==> src/logic/bdc_pkg.sv <==
package bdc_pkg;
  // Register offsets of the controller's own command port
  localparam logic [3:0] REG_CTRL   = 4'h0;
  localparam logic [3:0] REG_DRIVE  = 4'h1;
  localparam logic [3:0] REG_STATUS = 4'h2;
  // Control register field positions
  localparam int CTRL_RUN_BIT   = 0;
  localparam int CTRL_AUTO_BIT  = 1;
  localparam int CTRL_RETRY_BIT = 2;
  // Status register field positions
  localparam int ST_FAULT_BIT  = 0;
  localparam int ST_WARN_BIT   = 1;
  localparam int ST_STATE_LSB  = 4;
  // Values after reset
  localparam logic [2:0] CTRL_RESET  = 3'h0;
  localparam logic [3:0] DRIVE_RESET = 4'h0;
  // Sequencing times and their cycle counts at 50 MHz
  localparam int CLK_HZ        = 50_000_000;
  localparam int SETTLE_US     = 100;
  localparam int SETTLE_CYCLES = (SETTLE_US * (CLK_HZ / 1_000_000));
  localparam int TOGGLE_US     = 10;
  localparam int TOGGLE_CYCLES = (TOGGLE_US * (CLK_HZ / 1_000_000));
  localparam int CNT_W         = 16;

  // Sequencer states
  typedef enum logic [2:0] {
    ST_OFF    = 3'b000,
    ST_SLEEP  = 3'b001,
    ST_WAKE   = 3'b010,
    ST_RUN    = 3'b011,
    ST_FAULT  = 3'b100,
    ST_REARM  = 3'b101
  } bdc_state_t;

  // Drive pins of both channels
  typedef struct packed {
    logic [1:0] drive_in_a;
    logic [1:0] drive_in_b;
  } bdc_drive_t;

  // Control pins toward the bridge
  typedef struct packed {
    logic sleep_n;
    logic enable;
  } bdc_ctl_t;
endpackage

==> src/logic/bdc_host.sv <==
`timescale 1ns/1ps
`default_nettype none
// Contract
// RULE1: Enable low turns all switches off.
// RULE2: Both inputs low gives dump state.
// RULE3: A low, B high gives negative.
// RULE4: A high, B low gives positive.
// RULE5: Never drive both inputs high enabled.
// RULE6: Hold sleep low during supply ramp.
// RULE7: Raise sleep, keep enable low, settle.
// RULE8: Raise enable last.
// RULE9: Enable or sleep low floats outputs.
// RULE10: Stop drive inputs before supply removal.
// RULE11: Warning pin low above 130 C.
// RULE12: Overcurrent and overheat are faults.
// RULE13: Fault switches off all transistors.
// RULE14: Fault pin pulled low on fault.
// RULE15: Latched mode rearm by high-low-high enable.
// RULE16: Auto mode: fault pulls enable, restarts.
// RULE17: Auto mode repeats while fault persists.
// RULE18: Undervoltage lockout recovers itself.
// RULE19: Two drive signals per channel.
// RULE20: Channels decode independently.
module bdc_host #(
  parameter int SETTLE_CNT = bdc_pkg::SETTLE_CYCLES,
  parameter int TOGGLE_CNT = bdc_pkg::TOGGLE_CYCLES
) (
  input  wire logic               clk,
  input  wire logic               reset,
  input  wire logic [3:0]         addr,
  input  wire logic [7:0]         wdata,
  input  wire logic               wr,
  input  wire logic               rd,
  output logic [7:0]              rdata,
  input  wire logic               supply_good,
  input  wire logic               fault_pin_n,
  input  wire logic               overtemp_alert_pin_n,
  output bdc_pkg::bdc_drive_t     drive_inputs,
  output bdc_pkg::bdc_ctl_t       ctl
);
  import bdc_pkg::*;

  // Two-stage synchronisers for the open-drain pins and supply flag
  logic [2:0] sync1;
  logic [2:0] sync2;
  logic       fault_seen;     // Synchronised fault, active high
  logic       warn_seen;      // Synchronised warning, active high
  logic       supply_ok;      // Synchronised supply flag

  // Software state
  logic [2:0] ctrl;
  logic [2:0] next_ctrl;
  logic [3:0] drive_req;
  logic [3:0] next_drive_req;
  logic       fault_sticky;
  logic       next_fault_sticky;
  logic [7:0] next_rdata;

  // Sequencer state
  bdc_state_t           state;
  bdc_state_t           next_state;
  logic [CNT_W-1:0]     cnt;
  logic [CNT_W-1:0]     next_cnt;
  bdc_drive_t           next_drive;
  bdc_ctl_t             next_ctl;

  // Pick A and B, replacing the illegal pair by dump
  function automatic logic [1:0] safe_pair(input logic a, input logic b);
    safe_pair = (a & b) ? 2'b00 : {a, b}; // see RULE5
  endfunction

  // Synchroniser flops only
  always_ff @(posedge clk or posedge reset) begin
    if (reset) begin
      sync1 <= 3'h0;
      sync2 <= 3'h0;
    end else begin
      sync1 <= {supply_good, ~overtemp_alert_pin_n, ~fault_pin_n};
      sync2 <= sync1;
    end
  end
  assign fault_seen = sync2[0];     // see RULE14
  assign warn_seen  = sync2[1];     // see RULE11
  assign supply_ok  = sync2[2];

  // Register writes, status capture and read data
  always_comb begin
    next_ctrl         = ctrl;
    next_drive_req    = drive_req;
    next_fault_sticky = fault_sticky;
    next_rdata        = 8'h00;
    if (wr && addr == REG_CTRL) begin
      next_ctrl = wdata[2:0];
    end
    if (wr && addr == REG_DRIVE) begin
      next_drive_req = wdata[3:0];
    end
    // Clear on write, but a fault in the same cycle wins
    if (wr && addr == REG_STATUS && wdata[ST_FAULT_BIT]) begin
      next_fault_sticky = 1'b0;
    end
    if (fault_seen) begin
      next_fault_sticky = 1'b1;     // see RULE12
    end
    if (rd) begin
      case (addr)
        REG_CTRL:   next_rdata = {5'h00, ctrl};
        REG_DRIVE:  next_rdata = {4'h0, drive_req};
        REG_STATUS: next_rdata = {1'b0, state, 2'b00, warn_seen, fault_sticky};
        default:    next_rdata = 8'h00;
      endcase
    end
  end

  always_ff @(posedge clk or posedge reset) begin
    if (reset) begin
      ctrl         <= CTRL_RESET;
      drive_req    <= DRIVE_RESET;
      fault_sticky <= 1'b0;
      rdata        <= 8'h00;
    end else begin
      ctrl         <= next_ctrl;
      drive_req    <= next_drive_req;
      fault_sticky <= next_fault_sticky;
      rdata        <= next_rdata;
    end
  end

  // Power sequencer and fault handling
  always_comb begin
    logic [1:0] p0;
    logic [1:0] p1;
    p0         = safe_pair(drive_req[0], drive_req[2]);
    p1         = safe_pair(drive_req[1], drive_req[3]);
    next_state = state;
    next_cnt   = cnt;
    next_ctl   = '{sleep_n: 1'b0, enable: 1'b0};
    next_drive = '0;
    case (state)
      // Sleep held low while supplies ramp
      ST_OFF: begin
        next_cnt = '0;
        if (ctrl[CTRL_RUN_BIT] && supply_ok) begin
          next_state = ST_SLEEP;    // see RULE6
        end
      end
      // Sleep released, enable kept low until regulators settle
      ST_SLEEP: begin
        next_ctl.sleep_n = 1'b1;    // see RULE7
        next_cnt = cnt + 1'b1;
        if (!ctrl[CTRL_RUN_BIT] || !supply_ok) begin
          next_state = ST_OFF;
        end else if (cnt >= CNT_W'(SETTLE_CNT - 1)) begin
          next_state = ST_RUN;
          next_cnt   = '0;
        end
      end
      // Enable last, drive per channel on the same edge
      ST_RUN: begin
        next_ctl = '{sleep_n: 1'b1, enable: 1'b1};  // see RULE8
        next_drive.drive_in_a = {p1[1], p0[1]};     // see RULE19
        next_drive.drive_in_b = {p1[0], p0[0]};     // see RULE20
        if (!ctrl[CTRL_RUN_BIT] || !supply_ok) begin
          // Inputs stop before the supply may go
          next_drive = '0;                          // see RULE10
          next_state = ST_OFF;
        end else if (fault_seen && !ctrl[CTRL_AUTO_BIT]) begin
          next_drive = '0;
          next_state = ST_FAULT;                    // see RULE15
        end
      end
      // Latched fault: enable low, wait for software retry
      ST_FAULT: begin
        next_ctl.sleep_n = 1'b1;
        next_cnt = '0;
        // Supply loss must drop sleep here too, or the bridge stays half awake
        if (!ctrl[CTRL_RUN_BIT] || !supply_ok) begin
          next_state = ST_OFF;
        end else if (ctrl[CTRL_RETRY_BIT] && !fault_seen) begin
          next_state = ST_REARM;
        end
      end
      // Hold enable low for the toggle time, then raise it again
      ST_REARM: begin
        next_ctl.sleep_n = 1'b1;
        next_cnt = cnt + 1'b1;
        if (!ctrl[CTRL_RUN_BIT] || !supply_ok) begin
          next_state = ST_OFF;
          next_cnt   = '0;
        end else if (cnt >= CNT_W'(TOGGLE_CNT - 1)) begin
          next_state = ST_RUN;                      // see RULE15
          next_cnt   = '0;
        end
      end
      default: begin
        next_state = ST_OFF;
      end
    endcase
  end

  always_ff @(posedge clk or posedge reset) begin
    if (reset) begin
      state        <= ST_OFF;
      cnt          <= '0;
      ctl          <= '{sleep_n: 1'b0, enable: 1'b0};
      drive_inputs <= '0;
    end else begin
      state        <= next_state;
      cnt          <= next_cnt;
      ctl          <= next_ctl;
      drive_inputs <= next_drive;
    end
  end

  // Checks on the pin sequencing
  no_both_high_a: assert property (@(posedge clk) disable iff (reset) // see RULE5
    (drive_inputs.drive_in_a & drive_inputs.drive_in_b) == 2'b00)
    else $error("both drive inputs high");
  enable_order_a: assert property (@(posedge clk) disable iff (reset) // see RULE8
    $rose(ctl.enable) |-> ctl.sleep_n && $past(ctl.sleep_n))
    else $error("enable raised before sleep released");
  idle_quiet_a: assert property (@(posedge clk) disable iff (reset) // see RULE10
    !ctl.enable |-> drive_inputs == '0)
    else $error("drive inputs active while disabled");
  sleep_first_a: assert property (@(posedge clk) disable iff (reset) // see RULE6
    !supply_ok ##1 !supply_ok |-> ##2 !ctl.sleep_n)
    else $error("sleep released without supply");
  latched_off_a: assert property (@(posedge clk) disable iff (reset) // see RULE15
    state == ST_FAULT |=> !ctl.enable)
    else $error("enable high in latched fault");
  settle_time_a: assert property (@(posedge clk) disable iff (reset) // see RULE7
    $rose(ctl.sleep_n) |-> !ctl.enable [*3])
    else $error("enable raised too soon");
  cover_run_c:   cover property (@(posedge clk) disable iff (reset) state == ST_RUN);
  cover_fault_c: cover property (@(posedge clk) disable iff (reset) state == ST_FAULT);
  cover_rearm_c: cover property (@(posedge clk) disable iff (reset)
    state == ST_REARM ##1 state == ST_RUN);
endmodule
`default_nettype wire

==> config.mk <==
export PLATFORM = sky130hd
export DESIGN_NAME = bdc_host
export DESIGN_NICKNAME = d
export VERILOG_FILES = /design/src/logic/bdc_pkg.sv /design/src/logic/bdc_host.sv
export SDC_FILE = /design/constraint.sdc
export NUM_CORES = 1
export LEC_CHECK = 0
export ABC_AREA = 1
export ABC_CLOCK_PERIOD_IN_PS = 1620
export BUFFER_PORTS_ARGS = -buffer_cell sky130_fd_sc_hd__buf_2
export CAP_MARGIN = 10
export CELL_PAD_IN_SITES_DETAIL_PLACEMENT = 0
export CELL_PAD_IN_SITES_GLOBAL_PLACEMENT = 1
export CORE_ASPECT_RATIO = 0.75
export CORE_MARGIN = 1
export CORE_UTILIZATION = 42
export DETAILED_ROUTE_END_ITERATION = 8
export GPL_TIMING_DRIVEN = 1
export PLACE_DENSITY = 0.85
export SYNTH_ARGS = -nofsm -noshare
export SYNTH_HDL_FRONTEND = slang
export SYNTH_SLANG_ARGS = --single-unit
==> constraint.sdc <==
create_clock -name clk -period 1.62 [get_ports clk]
set_input_delay 0.081 -clock clk [delete_from_list [all_inputs] [get_ports clk]]
set_output_delay 0.081 -clock clk [all_outputs]
set_load 0.005 [all_outputs]
### Word level (Yosys, flattened, before mapping)

Index checks and enable logic that the tools add are counted.

* shifts and indexed selects: 0
* bitwise operators: 4
* add/subtract/negate cells: 1
* div/mod/pow operators: 0
* reduce and logical (&&, ||, !) cells: 19
* multipliers: 0
* muxes and demuxes: 26
* equality and inequality tests: 11
* order comparisons: 2

Operators with widths (count)
* $mux 16: 4
* $pmux 16 s3: 1
* $mux 3: 9
* $pmux 7 s3: 1
* $add 16x1->16 const B: 1
* $ge 16x13->1 const B: 1
* $ge 16x9->1 const B: 1
* $pmux 3 s5: 1
* $mux 4: 3
* $ne 3x3->1 const B: 4
* $logic_and 1x1->1: 7
* $mux 7: 1
* $eq 3x3->1 const B: 2
* $reduce_and 5->1: 1
* $eq 4x1->1 const B: 1
* $eq 4x2->1 const B: 1
* $logic_not 1->1: 4
* $logic_not 4->1: 1
* $mux 1: 4
* $mux 2: 2
* $reduce_or 4->1: 1
* $eq 3x1->1 const B: 1
* $eq 3x2->1 const B: 1
* $logic_not 3->1: 1
* other kinds (7): 9

* bits in registers: 47
* RAM bits: 0
* input bits: 19
* output and inout bits: 14
* memories kept: 0
* ROM bits: 0
* latch bits: 0

### Logic depth before layout (Yosys ltp)

Gate-level depths: netlist (run 1).

* word-level depth: 5
* gate-level depth with buffers: 12
* mapped depth without buffers: 12

### Least setup slack after synthesis (run 1)

OpenSTA, ideal clock, no wires.

* path kind: reg2reg
* from: reg cnt[0]
* to: reg cnt[0]
* arrival: 1.372 ns
* setup time: 0.073 ns
* setup slack: 0.175 ns
* data required time: 1.547 ns
* stages on the path, launching flop included: 11
* period minus slack after synthesis: 1.445 ns
* cells stage by stage: dfrtp_1 ha_1 a21o_1 nand2_1 nand2_1 nand2_1 nand2_1 nand2_1 nand2_2 buf_6 a21oi_2

* longest elaborated chain between the ends: 4
* elaborated cells between the ends (all ways): 8
* classes of those cells: add/sub: 1; order compare: 2; mux: 5

Ends and longest elaborated chain
* start, declared: line bdc_host.sv:62 `logic [CNT_W-1:0] cnt;`
* start signal, assigned: line bdc_host.sv:209 `cnt <= next_cnt;`
* $add 16x1->16, or another cell as far along: line bdc_host.sv:150, bdc_host.sv:186
* $mux 16, on equally long branches: line bdc_host.sv:190, bdc_host.sv:153
* $mux 16, on equally long branches: line bdc_host.sv:187, bdc_host.sv:151
* $pmux 16 s3 *: line bdc_host.sv:139 `case (state)`

Mark *: on every way between the ends. The rest lies on a longest branch, timed or not.
A chain may end at the register's enable or synchronous reset.

### Worst setup path after layout (run 1)

* from: reg cnt[0]
* to: reg cnt[1]

Same word-level chain as after synthesis.

==> results.cfg, run 1 <==
[pwr]
p_sw_uw = 891.3
power_density_nw_per_um2 = 919.4
p_clk_share_pct = 25.5
p_int_uw = 1791
p_sw_share_pct = 33.23
peakVddDrop_mv = 0.5230
leakage_uw = 0.001437
combPwrFrac_pct = 24.5
seqPwrFrac_pct = 50.1

[die]
start_util_pct = 44.04
core_area_um2 = 5381
io_pins = 33
die_h_um = 67.05
die-width_um = 88.74
die-area_um2 = 5950
rows = 23

[yosys]
synth_area_per_cell_um2 = 8.200
ys_types = 34
seq_area_frac_synth_pct = 48.57
syn_nets = 309
ys_ff_latch = 46
syn_inst = 289
netlist_area_um2 = 2370
synth_warnings = 0

[sta]
whs_ns = 0.02886
setup_viol = 0
period_share_pct = 95.48
setup_ws_ns = 0.07319
clock_skew_ns = 0.008098
final_max_slew_viol_count = 0
period_needed_ns = 1.547
rsz0062_at_grt = true
hold_viol = 0
max_freq_mhz = 646.5

[grt]
antenna_found_initial = 0
grt_pass1_wl_um = 9128
grtUsageTotal_pct = 20.71
overflow = 0
grt_pass1_vias = 1969
grt_max_degree = 21

[clock_network]
cts.clk_slew.worst_paths_ns = 0.08
cts_made_buffers = 5
clock_sinks = 46
cts_root_buffer = clkbuf_8
cts_tree = yes
cts_max_path_buffers = 2
htreeDepth = 2
insertion_delay_ns = 0.30

[route]
route.detailed.drc = 0
avgViaCountPerCell = 4.848
dr_wl_met2_um = 2161
wl_met3_um = 290
drt-total-wl_um = 5342
dr.first_iter.drc_count = 134
wl_met1_um = 2838
drt-pass1-iter-count = 4
vias = 2041
maxUsedRoutingLayer = met4
final_antenna_net_count = 0
wl_per_cell_um = 12.69

[setup_path]
crit_fanout = 13
cp_common_cell = nand2_1
crit_type = register to register
crit_arrival_ns = 1.79
critPathCaptureType = register
crit_required_ns = 1.86
reg2reg_depth = 11
critPathLaunchType = register
cp_cell_sequence = ha_4 -> a21o_1 -> nand2_1 -> nand2_1 -> nand2_1 -> nand2_1 -> nand2_1 -> nand2_4 -> nand2_1 -> nand2_1 -> nand2_1
slowest_stage = dfrtp_1
crit_path_max_incr_delay_ns = 0.42

[placement]
place_ws_ns = -0.06765
place_hpwl_um = 4010
place_inst = 406
place_congestion = 0.8623
post_dp_cell_area_um2 = 2709
port_buffers = 27

[layout]
fin_util_pct = 54.22
drive_above_1_share_pct = 26.59
final_cell_area_um2 = 2918
multi_input_area_um2 = 1059
fin_nets = 366
syn_to_final_growth_pct = 23.13
n_fill_cell = 524
ff_latch_area_um2 = 1152
instances_no_fill = 421
diodes = 0

[worst_hold_path]
hp-class = primary input to register
hold_depth = 3

[run]
maxCapViolCount = 0

[run_status]
status = finished, final reports clean
## cells by family (layout without fill, tap and decap cells)
group	Yosys count	after routing	share of synthesized area [%]
flops	46	46	48.57
xor+xnor	10	10	3.696
compound gates	35	35	9.768
fa+ha+maj	1	1	0.5279
buf+inv	45	102	8.765
other cells	1	1	0.1582
simple gates	151	151	28.51
## layout make-up
type | count | area share, %
timing repair buffer | 56 | 13.08
tap | 75 | 3.216
clock inverter | 2 | 0.5146
clock buffer | 5 | 2.358
inverter | 39 | 5.060
sequential | 46 | 39.49
multi-input combinational | 198 | 36.28
## synth_stat cells
cell type / number / area, um2
a21boi_0: 1 / 7.510
nand4_1: 8 / 50.05
nor2_2: 4 / 25.02
conb_1: 1 / 3.750
nor2_4: 1 / 11.26
xor2_1: 8 / 70.07
o221ai_1: 1 / 8.760
buf_2: 2 / 10.01
xnor2_1: 2 / 17.52
a21oi_2: 10 / 87.58
dfrtp_1: 46 / 1151
o211ai_1: 1 / 7.510
nand3b_1: 1 / 7.510
buf_4: 1 / 7.510
nand3_2: 1 / 10.01
nand2_2: 4 / 25.02
nand3_1: 17 / 85.08
a21o_1: 1 / 7.510
buf_12: 1 / 20.02
buf_6: 2 / 22.52
o21ai_1: 1 / 5.000
clkinv_2: 1 / 5.000
nand2_1: 70 / 262.8
o21ai_0: 12 / 60.06
nor3_2: 1 / 10.01
o21bai_1: 3 / 22.52
a21oi_1: 5 / 25.02
nor2_1: 32 / 120.1
or2_2: 1 / 6.260
nand4_2: 1 / 12.51
inv_1: 35 / 131.4
inv_2: 3 / 11.26
ha_1: 1 / 12.51
nor3_1: 10 / 50.05
## per-layer routing
metal	track usage (%)	vias up
li1	-	1030
met1	30.82	958
met2	30.10	48
met3	4.213	5
met4	5.847	0
met5	0	-
## critical path: cells and delay by family (launching register included)
family | cells | cell delay [ns]
AOI/OAI and AO/OA | 1 | 0.18
adders and majority gates | 1 | 0.20
DFF | 1 | 0.42
and+or+nand+nor | 9 | 0.69
## placed cells by master (no fill, tap or decap), drive strengths merged, types with 2 or more instances in the layout
master | Yosys | final
nand3 | 18 | 18
inv | 38 | 38
dfrtp | 46 | 46
xor2 | 8 | 8
a21oi | 15 | 15
clkinvlp | 0 | 2
nand4 | 9 | 9
xnor2 | 2 | 2
o21bai | 3 | 3
buf | 6 | 51
o21ai | 13 | 13
clkbuf | 0 | 5
nor3 | 11 | 11
nor2 | 37 | 37
dlygate4sd3 | 0 | 5
nand2 | 74 | 74
## state kept, by name, indices dropped and copies added (netlist names)
name and flops:
sync1 3, rdata 7, drive_req 4, cnt 16, fault_sticky 1, ctl 2
state 3, drive_inputs 4, sync2 3, ctrl 3
## stage by stage
stage	total power (uW)	setup TNS [ns]
final	2683	0
after detailed placement	1949	-0.1491
after floorplan	1773	0
after global placement	1938	0
after CTS	2646	0
after global routing	2831	-0.2349
## power by group through the flow
stage               Combinational (uW)  Clock, uW  Sequential (uW)
finish                             656        683             1340
detailed placement                 598          0             1350
global placement                   586          0             1350
CTS                                621        694             1330
floorplan                          437          0             1340
global route                       733        740             1360
## repair_timing
| item | in CTS | in global routing |
|---|---|---|
| hold endpoints to repair | 23 | 0 |
| setup buffers | 0 | 3 |
| pin swaps | 0 | 1 |
| gates resized for setup | 2 | 11 |
| hold buffers | 5 | 0 |
| endpoints found under the setup margin | 13 | 14 |
## final timing paths
| check | startpoint | to | slack, ns |
|---|---|---|---|
| min reg2reg | sync1[1]$_DFF_PP0_ | sync2[1]$_DFF_PP0_ | 0.35 |
| max | cnt[0]$_DFFE_PP0P_ | cnt[1]$_DFFE_PP0P_ | 0.07 |
| max in group asynchronous | reset | cnt[2]$_DFFE_PP0P_ | 0.72 |
| min | wdata[3] | drive_req[3]$_DFFE_PP0P_ | 0.03 |
| min in group asynchronous | reset | state[0]$_DFFE_PP0P_ | 0.33 |
| max reg2reg | cnt[0]$_DFFE_PP0P_ | cnt[1]$_DFFE_PP0P_ | 0.07 |
No activity file was read; power rests on OpenSTA's default activity.
==> run 2, diff against run 1 <==
Settings changed: CAP_MARGIN 10 to 20, HOLD_SLACK_MARGIN from default to 0.03, SETUP_SLACK_MARGIN from default to 0.4.
==> run 2 against run 1 <==
- cell area up 5.6%
- sequential power is essentially flat
- count of clock-buffer cells in the layout is the same
- first-iteration DRC count down 16%
- power grew 3.5%
- cell count up 2.9%
- setup slack worse by 0.0083 ns
- critical path type unchanged
==> results.cfg, run 2 (synthesis gave the netlist of run 1 again) <==
[run_status]
status = finished, final reports clean

[placement]
place_congestion = 0.8034
place_hpwl_um = 3774
port_buffers = 27
place_ws_ns = -0.01183
post_dp_cell_area_um2 = 2709

[layout]
regMostFlops = cnt
mostFrequentLayoutCell = nand2_1
syn_to_final_growth_pct = 29.99
final_cell_area_um2 = 3080
top_regs = cnt (16), rdata (7)
diodes = 0
largest_reg_flops = 16
final_cell_mix = 64 x nand2_1, 43 x dfrtp_1, 31 x inv_1, 31 x buf_4, 28 x nor2_1
drive_above_1_share_pct = 33.80
fin_nets = 378

[sta]
tightest_slew_ns = 0.5704
hold_viol = 0
period_share_pct = 96.00
tns_ns = 0
clock_skew_ns = 0.006236
period_needed_ns = 1.555
max_freq_mhz = 643.0
rsz0062_at_grt = true
final_max_slew_viol_count = 0
setup_viol = 0
setup_ws_ns = 0.06485
slew_headroom_pct = 61.97
whs_ns = 0.03260

[worst_hold_path]
hp-class = primary input to register
hold_depth = 3

[die]
io_pins = 33
rows = 23
die-width_um = 88.74
core_area_um2 = 5381
die-area_um2 = 5950
start_util_pct = 44.04
die_h_um = 67.05

[route]
vias = 2099
drt-pass1-iter-count = 4
avgViaCountPerCell = 4.848
final_antenna_net_count = 0
drt-total-wl_um = 5498
route.detailed.drc = 0
wl_per_cell_um = 12.70
dr.first_iter.drc_count = 113

[clock_network]
insertion_delay_ns = 0.30
htreeDepth = 2
cts.clk_slew.worst_paths_ns = 0.09
clock_sinks = 46
cts_root_buffer = clkbuf_8
cts_made_buffers = 5
cts_tree = yes
cts_max_path_buffers = 2

[pwr]
power_density_nw_per_um2 = 901.7
peakVddDrop_mv = 0.5877
leakage_uw = 0.001515
p_total_uw = 2778

[setup_path]
critPathCaptureType = register
crit_required_ns = 1.86
crit_fanout = 6
crit_arrival_ns = 1.79
crit_type = register to register
critPathLaunchType = register
reg2reg_depth = 7

[grt]
overflow = 0
grt_pass1_vias = 1867
grt_pass1_wl_um = 8838
grtUsageTotal_pct = 20.36
grt_max_degree = 47
antenna_found_initial = 0

[run]
maxCapViolCount = 0
run 2: layout make-up:
cell class / instances / area (um2)
well taps: 75 / 93.84
repair buffers: 66 / 451.7
inverters: 39 / 151.4
clock inverters: 2 / 15.01
repair inverters: 1 / 8.758
fillers: 516 / 2301
clock buffers: 5 / 68.82
multi-input cells: 199 / 1136
flip-flops and latches: 46 / 1155
run 2: final timing paths:
path                                         start                  endpoint  slack [ns]
worst min-delay path                      wdata[3]  drive_req[3]$_DFFE_PP0P_        0.03
worst min register to register  sync1[0]$_DFF_PP0_        sync2[0]$_DFF_PP0_        0.36
min in group asynchronous                    reset        rdata[6]$_DFF_PP0_        0.46
worst max-delay path            cnt[1]$_DFFE_PP0P_        cnt[0]$_DFFE_PP0P_        0.06
worst max register to register  cnt[1]$_DFFE_PP0P_        cnt[0]$_DFFE_PP0P_        0.06
max in group asynchronous                    reset        cnt[7]$_DFFE_PP0P_        0.73
run 2: critical path: stages, from the launching register on:
cell,delay (ns)
dfrtp_1,0.42
ha_4,0.19
nor3_4,0.15
nor2_4,0.06
nand3b_1,0.22
nand2_2,0.17
clkinv_4,0.13
a21oi_2,0.15
run 2: power breakdown:
group / internal, uW / switching (uW)
clock network: 295 / 387
registers: 1250 / 103
logic: 289 / 453
total: 1830 / 943
run 2: metrics by stage:
step                utilization (%)  std cells
floorplan                         -        289
global placement              50.34        406
detailed placement            50.34        406
CTS                           55.15        427
global route                  57.24        433
finish                        57.24        433
run 2: what timing repair did:
item,4_1_cts,5_1_grt
endpoints found under the hold margin,51,0
cloned,2,0
resized for setup,24,17
setup endpoints to repair,21,22
hold buffers,5,0
buffers inserted,7,6
pin swaps,8,15
run 2: per-layer routing:
| metal | share of wire [%] | routed length (um) | track usage [%] | vias up |
|---|---|---|---|---|
| met5 | 0 | 0 | 0 | - |
| met4 | 1.3 | 69 | 7.460 | 0 |
| met3 | 4.4 | 242 | 4.337 | 8 |
| met2 | 42 | 2307 | 27.69 | 44 |
| met1 | 52 | 2879 | 31.03 | 995 |
| li1 | - | - | - | 1052 |
